===== src/core/ddrbl_pkg.sv =====
// Constants and types shared by the burst read and write sequencer
package ddrbl_pkg;
  localparam int unsigned DQ_W   = 16;
  localparam int unsigned DM_W   = DQ_W / 8;
  localparam int unsigned COL_W  = 10;
  localparam int unsigned BANK_W = 3;

  // Burst length field of mode register zero
  localparam logic [1:0] BL_FIXED8 = 2'h0;
  localparam logic [1:0] BL_OTF    = 2'h1;
  localparam logic [1:0] BL_FIXED4 = 2'h2;

  // Last beat index per burst kind, and column-to-column spacing
  localparam logic [3:0] LAST_BL8   = 4'h7;
  localparam logic [3:0] LAST_BC4   = 4'h3;
  localparam logic [2:0] CCD_CYC    = 3'h4;
  localparam logic [1:0] FIFO_DEPTH = 2'h2;

  typedef enum logic [1:0] {DDRBL_IDLE, DDRBL_WRITE, DDRBL_READ} ddrbl_state_t;

  typedef struct packed {
    logic              wr;
    logic              ap;
    logic              a12;
    logic [BANK_W-1:0] bank;
    logic [COL_W-1:0]  col;
  } ddrbl_cmd_t;

  typedef struct packed {
    logic [DQ_W-1:0] dq;
    logic [DM_W-1:0] dm;
  } ddrbl_wdata_t;

  typedef struct packed {
    logic              wr;
    logic              corrupt;
    logic [BANK_W-1:0] bank;
    logic [COL_W-1:0]  col;
    logic [DQ_W-1:0]   data;
    logic [DM_W-1:0]   mask;
  } ddrbl_beat_t;

  typedef struct packed {
    ddrbl_state_t     st;
    logic [3:0]       cnt;
    logic             len8;
    logic             viol;
    logic [2:0]       ccd;
    logic             pre;
    ddrbl_cmd_t       cmd;
    logic [1:0]       fcnt;
    ddrbl_beat_t [1:0] fifo;
  } ddrbl_state_s_t;

  localparam logic [3:0] CNT_RST = 4'h0;
endpackage : ddrbl_pkg


===== src/core/ddrbl_burst.sv =====
// Burst read/write sequencer of the SDRAM core with a two-entry beat buffer
// Summary of operation
// - OTF with A12 low gives chop four, spacing 4.
// - OTF A12 high gives eight; never column bit.
// - OTF choice on reads, writes, with/without autoprecharge.
// - Eight beats for field 00, or 01 with A12.
// - Field 10 gives fixed chopped four-beat bursts.
// - Setup/hold violation corrupts that beat and all later beats of the burst.
// - Strobe violations corrupt only that write; no hang.
// - One mask per eight data lines, data timing.
// - Mask ignored on reads; TDQS mode disables masking.
`timescale 1ns/10ps
module ddrbl_burst (
  // Clock and reset
  input  wire logic                  ref_clk_i,
  input  wire logic                  reset_i,
  // Mode settings
  input  wire logic [1:0]            bl_mode_i,
  input  wire logic                  tdqs_en_i,
  // Column command
  input  wire logic                  cmd_valid_i,
  input  wire ddrbl_pkg::ddrbl_cmd_t cmd_i,
  output logic                       cmd_ready_o,
  // Write data beats
  input  wire logic                  wr_valid_i,
  input  wire ddrbl_pkg::ddrbl_wdata_t wr_i,
  input  wire logic                  wr_viol_i,
  output logic                       wr_ready_o,
  // Beats toward the array
  output logic                       beat_valid_o,
  input  wire logic                  beat_ready_i,
  output ddrbl_pkg::ddrbl_beat_t     beat_o,
  // Status
  output logic                       burst_len8_o,
  output logic                       ap_pre_o
);
  ddrbl_pkg::ddrbl_state_s_t s_q;
  ddrbl_pkg::ddrbl_state_s_t s_d;

  logic                   cmd_acc;
  logic                   sel_len8;
  logic                   push;
  logic                   pop;
  logic                   last;
  logic [2:0]             idx;
  logic [1:0]             widx;
  ddrbl_pkg::ddrbl_beat_t pbeat;

  // Burst length choice; A12 only steers length
  assign sel_len8 = (bl_mode_i == ddrbl_pkg::BL_FIXED8) ||
                    ((bl_mode_i == ddrbl_pkg::BL_OTF) && cmd_i.a12);

  assign cmd_ready_o  = (s_q.st == ddrbl_pkg::DDRBL_IDLE) && (s_q.ccd >= ddrbl_pkg::CCD_CYC);
  assign cmd_acc      = cmd_valid_i && cmd_ready_o;
  assign wr_ready_o   = (s_q.st == ddrbl_pkg::DDRBL_WRITE) && (s_q.fcnt != ddrbl_pkg::FIFO_DEPTH);
  assign beat_valid_o = (s_q.fcnt != 2'h0);
  assign beat_o       = s_q.fifo[0];
  assign pop          = beat_valid_o && beat_ready_i;
  // Free slot; two entries need only bit zero
  assign widx         = s_q.fcnt - {1'b0, pop};
  assign burst_len8_o = s_q.len8;
  assign ap_pre_o     = s_q.pre;
  assign last         = (s_q.cnt == (s_q.len8 ? ddrbl_pkg::LAST_BL8 : ddrbl_pkg::LAST_BC4));

  // Beat order wraps inside the nibble or the eight-beat block
  assign idx = s_q.len8 ? s_q.cmd.col[2:0] + s_q.cnt[2:0]
                        : {s_q.cmd.col[2], s_q.cmd.col[1:0] + s_q.cnt[1:0]};

  always_comb begin
    push          = 1'b0;
    pbeat         = '0;
    pbeat.wr      = (s_q.st == ddrbl_pkg::DDRBL_WRITE);
    pbeat.bank    = s_q.cmd.bank;
    pbeat.col     = {s_q.cmd.col[ddrbl_pkg::COL_W-1:3], idx};
    if (s_q.st == ddrbl_pkg::DDRBL_WRITE) begin
      push          = wr_valid_i && wr_ready_o;
      pbeat.data    = wr_i.dq;
      pbeat.mask    = tdqs_en_i ? '0 : wr_i.dm;
      pbeat.corrupt = s_q.viol || wr_viol_i;
    end else if (s_q.st == ddrbl_pkg::DDRBL_READ) begin
      push = (s_q.fcnt != ddrbl_pkg::FIFO_DEPTH);
    end
  end

  always_comb begin
    s_d     = s_q;
    s_d.pre = 1'b0;
    if (s_q.ccd < ddrbl_pkg::CCD_CYC) begin
      s_d.ccd = s_q.ccd + 3'h1;
    end
    unique case (s_q.st)
      ddrbl_pkg::DDRBL_IDLE: begin
        if (cmd_acc) begin
          s_d.cmd  = cmd_i;
          s_d.len8 = sel_len8;
          s_d.cnt  = ddrbl_pkg::CNT_RST;
          s_d.viol = 1'b0;
          s_d.ccd  = 3'h1;
          s_d.st   = cmd_i.wr ? ddrbl_pkg::DDRBL_WRITE : ddrbl_pkg::DDRBL_READ;
        end
      end
      ddrbl_pkg::DDRBL_WRITE: begin
        if (wr_viol_i) begin
          s_d.viol = 1'b1;
        end
        if (push) begin
          s_d.cnt = s_q.cnt + 4'h1;
          if (last) begin
            s_d.st  = ddrbl_pkg::DDRBL_IDLE;
            s_d.pre = s_q.cmd.ap;
          end
        end
      end
      ddrbl_pkg::DDRBL_READ: begin
        if (push) begin
          s_d.cnt = s_q.cnt + 4'h1;
          if (last) begin
            s_d.st  = ddrbl_pkg::DDRBL_IDLE;
            s_d.pre = s_q.cmd.ap;
          end
        end
      end
    endcase
    // Two-entry buffer, head at slot 0
    if (pop) begin
      s_d.fifo[0] = s_q.fifo[1];
    end
    if (push) begin
      s_d.fifo[widx[0]] = pbeat;
    end
    s_d.fcnt = s_q.fcnt + {1'b0, push} - {1'b0, pop};
  end

  always_ff @(posedge ref_clk_i) begin
    if (reset_i) begin
      s_q     <= '0;
      s_q.st  <= ddrbl_pkg::DDRBL_IDLE;
      s_q.ccd <= ddrbl_pkg::CCD_CYC;
    end else begin
      s_q <= s_d;
    end
  end
endmodule : ddrbl_burst


===== config.mk =====
export PLATFORM = sky130hd
export DESIGN_NAME = ddrbl_burst
export DESIGN_NICKNAME = d
export VERILOG_FILES = /design/src/core/ddrbl_pkg.sv /design/src/core/ddrbl_burst.sv
export SDC_FILE = /design/constraint.sdc
export NUM_CORES = 1
export LEC_CHECK = 0
export ABC_AREA = 1
export BUFFER_PORTS_ARGS = -buffer_cell sky130_fd_sc_hd__buf_2
export CAP_MARGIN = 20
export CORE_MARGIN = 2
export CORE_UTILIZATION = 41
export DETAILED_ROUTE_END_ITERATION = 7
export SLEW_MARGIN = 0
export SYNTH_ARGS = -nofsm -noshare
export SYNTH_HDL_FRONTEND = slang
export SYNTH_SLANG_ARGS = --single-unit

===== constraint.sdc =====
create_clock -name ref_clk_i -period 1.7 [get_ports ref_clk_i]
set_input_delay 0.34 -clock ref_clk_i [delete_from_list [all_inputs] [get_ports ref_clk_i]]
set_output_delay 0.34 -clock ref_clk_i [all_outputs]
set_load 0.01 [all_outputs]

==> results of run 1 <==
## sequential cells by signal, indices dropped and copies added, names as in the netlist
register      cells
s_q              49
beat_o           33
pbeat            10
ap_pre_o          1
burst_len8_o      1
## critical path, stage by stage, from the launching register on
cell     delay, ps
dfxtp_2        340
inv_2           70
ha_4           160
inv_4           40
buf_6          120
a21oi_2        100
buf_2          140
## final cells by class
class                           count  area (um2)  area share (%)
Clock buffer                       11         151            3.01
Sequential cell                    94        1890            37.6
Multi-Input combinational cell    408        1980            39.4
Tap cell                          136         170            3.38
Inverter                           36         140            2.79
Clock inverter                      4        22.5           0.448
Timing Repair Buffer              112         673            13.4
## cell usage in the layout, fill, tap and decap left out, types with 3 or more instances in the layout
master,n
clkbuf_8,11
nor3b_1,3
nand4_1,5
buf_2,80
xor2_1,4
nor2_1,73
inv_1,30
dfxtp_2,3
dfxtp_1,90
nand2_2,4
clkinv_2,3
nand3_1,51
a21oi_1,66
nand2_1,118
o21ai_0,63
inv_2,3
buf_4,28
ha_1,4
nand2_4,3
## what timing repair did
item | 4_1_cts | 5_1_grt
endpoints found under the setup margin | 2 | 20
gates resized for setup | 5 | 11
pin swaps | 0 | 5
setup buffers | 0 | 5
## layer usage
metal	track usage, %	up-vias
met1	26.5	1787
li1	-	2052
met2	29.0	75
met5	0	-
met4	5.49	0
met3	2.85	11
## cell usage after synthesis, types with 2 or more instances
cell type  instances  area share (%)
nand3_1           52             5.9
a21oi_1           67             7.6
buf_1              3            0.26
dfxtp_1           94              43
o21ai_0           64             7.3
nor2_1            73             6.2
clkbuf_1          18             1.5
nor3_1             2            0.23
nand2_1          121              10
buf_6              2            0.51
buf_4             37             6.3
ha_1               7             2.0
xor2_1             4            0.80
inv_1             32             2.7
inv_2              3            0.26
nand4_1            5            0.71
buf_2             11             1.3
nor3b_1            3            0.51
nand2_2            3            0.43
## cells by family after synthesis
group                    count (synthesis)  synth area share (%)
AO/OA/AOI/OAI                          133                  15.5
XOR/XNOR                                 4                 0.798
adder cells (fa/ha/maj)                  8                  2.45
buffers and inverters                  107                  13.0
flip-flops                              94                  42.8
AND/OR/NAND/NOR                        263                  25.4
## report_power, final
group	total (mW)	switching [mW]	internal (mW)
Clock	1.37	0.769	0.597
Sequential	2.68	0.178	2.50
Combinational	2.10	1.27	0.823
## stage by stage
step,util [%],instances
after floorplan,-,609
after global placement,46.0,781
after detailed placement,46.0,781
after CTS,47.9,796
after global routing,48.5,801
final,48.5,801
## how the worst max path moves through the flow
stage / startpoint / end
after global placement: s_q[94] / s_q[67]
after detailed placement: s_q[94] / s_q[67]
after CTS: s_q[95] / wr_ready_o
after floorplan: s_q[95] / s_q[67]
final: s_q[95] / wr_ready_o
after global routing: s_q[94] / s_q[67]
==> results_dict.tcl, run 1 <==
set metrics [dict create \
    status "finished clean" \
    place_area_mm2 0.00477 \
    syn_avg_cell_area_um2 7.21 \
    finalHoldViolations 0 \
    max_freq_mhz 602 \
    rows 37 \
    power_leakage_nw 2.30 \
    powerDensity_mw_per_mm2 1220 \
    postCtsHoldBufs 0 \
    rsz0062_at_grt "true" \
    syn-num-nets 660 \
    pin_count 81 \
    drt_pass1_iterations 4 \
    areaGrowthSynthToFinish_pct 14.6 \
    die_x_um 107 \
    drc 0 \
    clk_pin_slew_ps 90 \
    place_ws_ps 27.5 \
    synthCells 609 \
    synth-edff-count 0 \
    wl_met1_mm 5.15 \
    hold_path_depth 3 \
    cp.required_ps 1360 \
    clock_sinks 94 \
    holdWs_ps 231 \
    coreArea_mm2 0.0104 \
    initial_core_util_pct 42.4 \
    hold_start "wr_i[8]" \
    clock_skew_ps 9.14 \
    min_to "beat_o[8]" \
    worstPathArrival_ps 1320 \
    total_power_mw 6.14 \
    grt_pass1_vias 3492 \
    nets 712 \
    wire_per_inst_um 13.2 \
    cts_tree "built" \
    wl_mm 10.6 \
    finalInstanceArea_mm2 0.00503 \
    die-height_um 107 \
    via_count 3925 \
    rrSetupSlack_ps 50 \
    peakVddDrop_uv 561 \
    clk_latency_ps 350 \
    grt_max_degree 37 \
    antenna_cells 0 \
    cts_buffer_depth 2 \
    worst_pin_slew_ps 306 \
    fin_tns_setup_ps 0 \
    drv_slew 0 \
    cts_max_level 3 \
    yosysSeqAreaShare_pct 42.8 \
    final.setup.worst_slack_ps 39.2 \
    r2r.worst_path.cells 12 \
    async_flop_share_pct 0 \
    dieArea_mm2 0.0116 \
    top_layer "met4" \
    layout-drive-gt1-share_pct 22.9 \
    grt_overflow 0 \
    wl_met3_um 528 \
    antenna_found_initial 0 \
    drv_cap 0 \
    cts_buffers 9 \
    viasPerCell 4.90 \
    initialDrtViolationCount 195 \
    synth_cell_type_count 27 \
    worst_setup_path_end_kind "output pin" \
    worstReg2RegEnd "s_q[67]" \
    synth_flop_cell "dfxtp_1" \
    ys_ff_latch 94 \
    portBuffers 80 \
    path_max_fanout 4 \
    setup_viol 0 \
    drtAntennaViolNets 0 \
    wl_met2_mm 4.79 \
    start_kind "register" \
    rr_startpoint "s_q[94]" \
    slew_headroom_pct 79.0 \
    hold_class "input pin to register" \
    hpwl_mm 7.42 \
    root_buffer "clkbuf_8" \
    grt_pass1_wl_mm 17.1 \
    yosys_warnings 0 \
    fillCellCount 1071 \
    finalCritPeriodShare_pct 97.7 \
    netlist_area_mm2 0.00439 \
    grt_util_all_layers_pct 18.6 \
    gp_congestion 0.758 \
    period_needed_ps 1660 \
    worstSetupPathType "register to output pin" \
]
(Power assumes the default switching activity.)
==> inputs of run 2 (changes only) <==
CORE_UTILIZATION = 35   (was 41)
==> run 2 against run 1 <==
Effect of this change:
- clock-buffer cell count down 1
- critical path depth unchanged
- design area up 4.7%
- highest routed layer unchanged
- combinational power about the same
- core utilization down 5.0 points
- largest cell class unchanged
==> results_dict.tcl, run 2 (synthesized netlist as in run 1, its figures left out) <==
set metrics [dict create \
    clock_skew_ps 6.11 \
    comb_power_share_pct 30.6 \
    die_x_um 116 \
    switching_power_mw 2.31 \
    peakVddDrop_uv 412 \
    viasPerCell 4.76 \
    grt_overflow 0 \
    swShare_pct 33.5 \
    wl_mm 11.0 \
    dieArea_mm2 0.0135 \
    dp.cells 811 \
    final_common_cell "nand2_1" \
    fillCellCount 1265 \
    drv_slew 0 \
    finalInstanceArea_mm2 0.00527 \
    largest_register_ffs 49 \
    drtAntennaViolNets 0 \
    portBuffers 80 \
    finalCritPeriodShare_pct 98.4 \
    finalHoldViolations 0 \
    seq_power_share_pct 39.1 \
    worstPathArrival_ps 1330 \
    layout_common_cells "nand2_1 (117), dfxtp_1 (89), buf_2 (79), nor2_1 (73), a21oi_1 (66)" \
    clkPwrFrac_pct 30.3 \
    drc 0 \
    grt_pass1_vias 3531 \
    period_needed_ps 1670 \
    p_int_mw 4.59 \
    clk_latency_ps 350 \
    hold_class "input pin to register" \
    clock_sinks 94 \
    drt_pass1_iterations 5 \
    nets 711 \
    hpwl_mm 7.54 \
    place_area_mm2 0.00481 \
    cts_buffers 9 \
    cts_tree "built" \
    antenna_found_initial 0 \
    coreArea_mm2 0.0121 \
    path_max_fanout 3 \
    worstSetupPathType "register to output pin" \
    grt_pass1_wl_mm 17.4 \
    cts_buffer_depth 2 \
    start_kind "register" \
    rows 40 \
    initial_core_util_pct 36.3 \
    worst_pin_slew_ps 320 \
    status "finished clean" \
    worst_setup_path_end_kind "output pin" \
    areaGrowthSynthToFinish_pct 20.0 \
    final_cells 832 \
    critPathTopFamily "flip-flops" \
    root_buffer "clkbuf_16" \
    powerDensity_mw_per_mm2 1310 \
    power_leakage_nw 2.37 \
    slew_headroom_pct 78.7 \
    via_count 3961 \
    pin_count 81 \
    critPathMaxStageDelay_ps 360 \
    rrSetupSlack_ps 60 \
    cts_max_level 3 \
    rsz0062_at_grt "true" \
    wire_per_inst_um 13.2 \
    grt_max_degree 61 \
    grt_util_all_layers_pct 16.5 \
    drv_cap 0 \
    worst-path-buf-inv 4 \
    die-height_um 116 \
    clk_pin_slew_ps 60 \
    layout-drive-gt1-share_pct 23.3 \
    largest_register "s_q" \
    gp_congestion 0.824 \
    cp_slowest_cell "dfxtp_4" \
    cp.required_ps 1360 \
    initialDrtViolationCount 245 \
    crit_chain "inv_4, ha_4, inv_4, buf_6, a21oi_4, buf_6" \
    max_freq_mhz 598 \
    setup_viol 0 \
    antenna_cells 0 \
]
==> run 2: final cells by class <==
class	count	area, um2	area share (%)
sequential	94	1900	36.0
clock buffer	10	229	4.35
timing repair buffer	111	681	12.9
tap	168	210	3.99
inverter	36	148	2.80
clock inverter	5	75.1	1.42
multi-input combinational	408	2030	38.5
==> run 2: per-layer routing <==
layer	share of wire (%)	up-vias	global-route usage [%]
met5	0	-	0
met4	1.7	0	7.54
met3	5.9	14	2.82
met2	45	101	25.3
met1	48	1800	22.8
li1	-	2046	-
==> run 2: power by group through the flow <==
stage	Combinational [mW]	Sequential, mW	Clock (mW)
2_1_floorplan	1.48	2.68	0
3_3_place_gp	1.92	2.71	0
3_5_place_dp	1.95	2.72	0
4_1_cts	1.99	2.67	2.14
5_1_grt	2.37	2.73	2.23
6_report	2.11	2.70	2.09
==> run 2: through the flow <==
stage / setup TNS [ps] / hold slack, ps / setup WS [ps] / utilization, % / power, mW
2_1_floorplan: 0 / 422 / 11.0 / - / 4.16
3_3_place_gp: 0 / 432 / 60.6 / 39.7 / 4.63
3_5_place_dp: 0 / 437 / 0.316 / 39.7 / 4.67
4_1_cts: 0 / 232 / 0.510 / 42.4 / 6.81
5_1_grt: -46.9 / 255 / -33.8 / 43.5 / 7.34
6_report: 0 / 236 / 26.8 / 43.5 / 6.90
==> run 2: what timing repair did <==
action / CTS / global route
endpoints found under the setup margin: 3 / 13
hold buffers: 0 / 0
setup buffers: 1 / 5
pin swaps: 1 / 7
resized for setup: 3 / 27
==> run 2: tightest hold or removal path, stage by stage <==
cell and delay, ps:
buf_2 90, nand2_1 60, a21oi_1 50
==> run 2: final timing paths <==
| check | start | endpoint | cells past startpoint |
|---|---|---|---|
| worst min-delay path | cmd_i[0] | s_q[68] | 3 |
| worst max-delay path | s_q[95] | wr_ready_o | 6 |
| worst max register to register | s_q[95] | s_q[67] | 12 |
| worst min register to register | s_q[52] | s_q[52] | 2 |
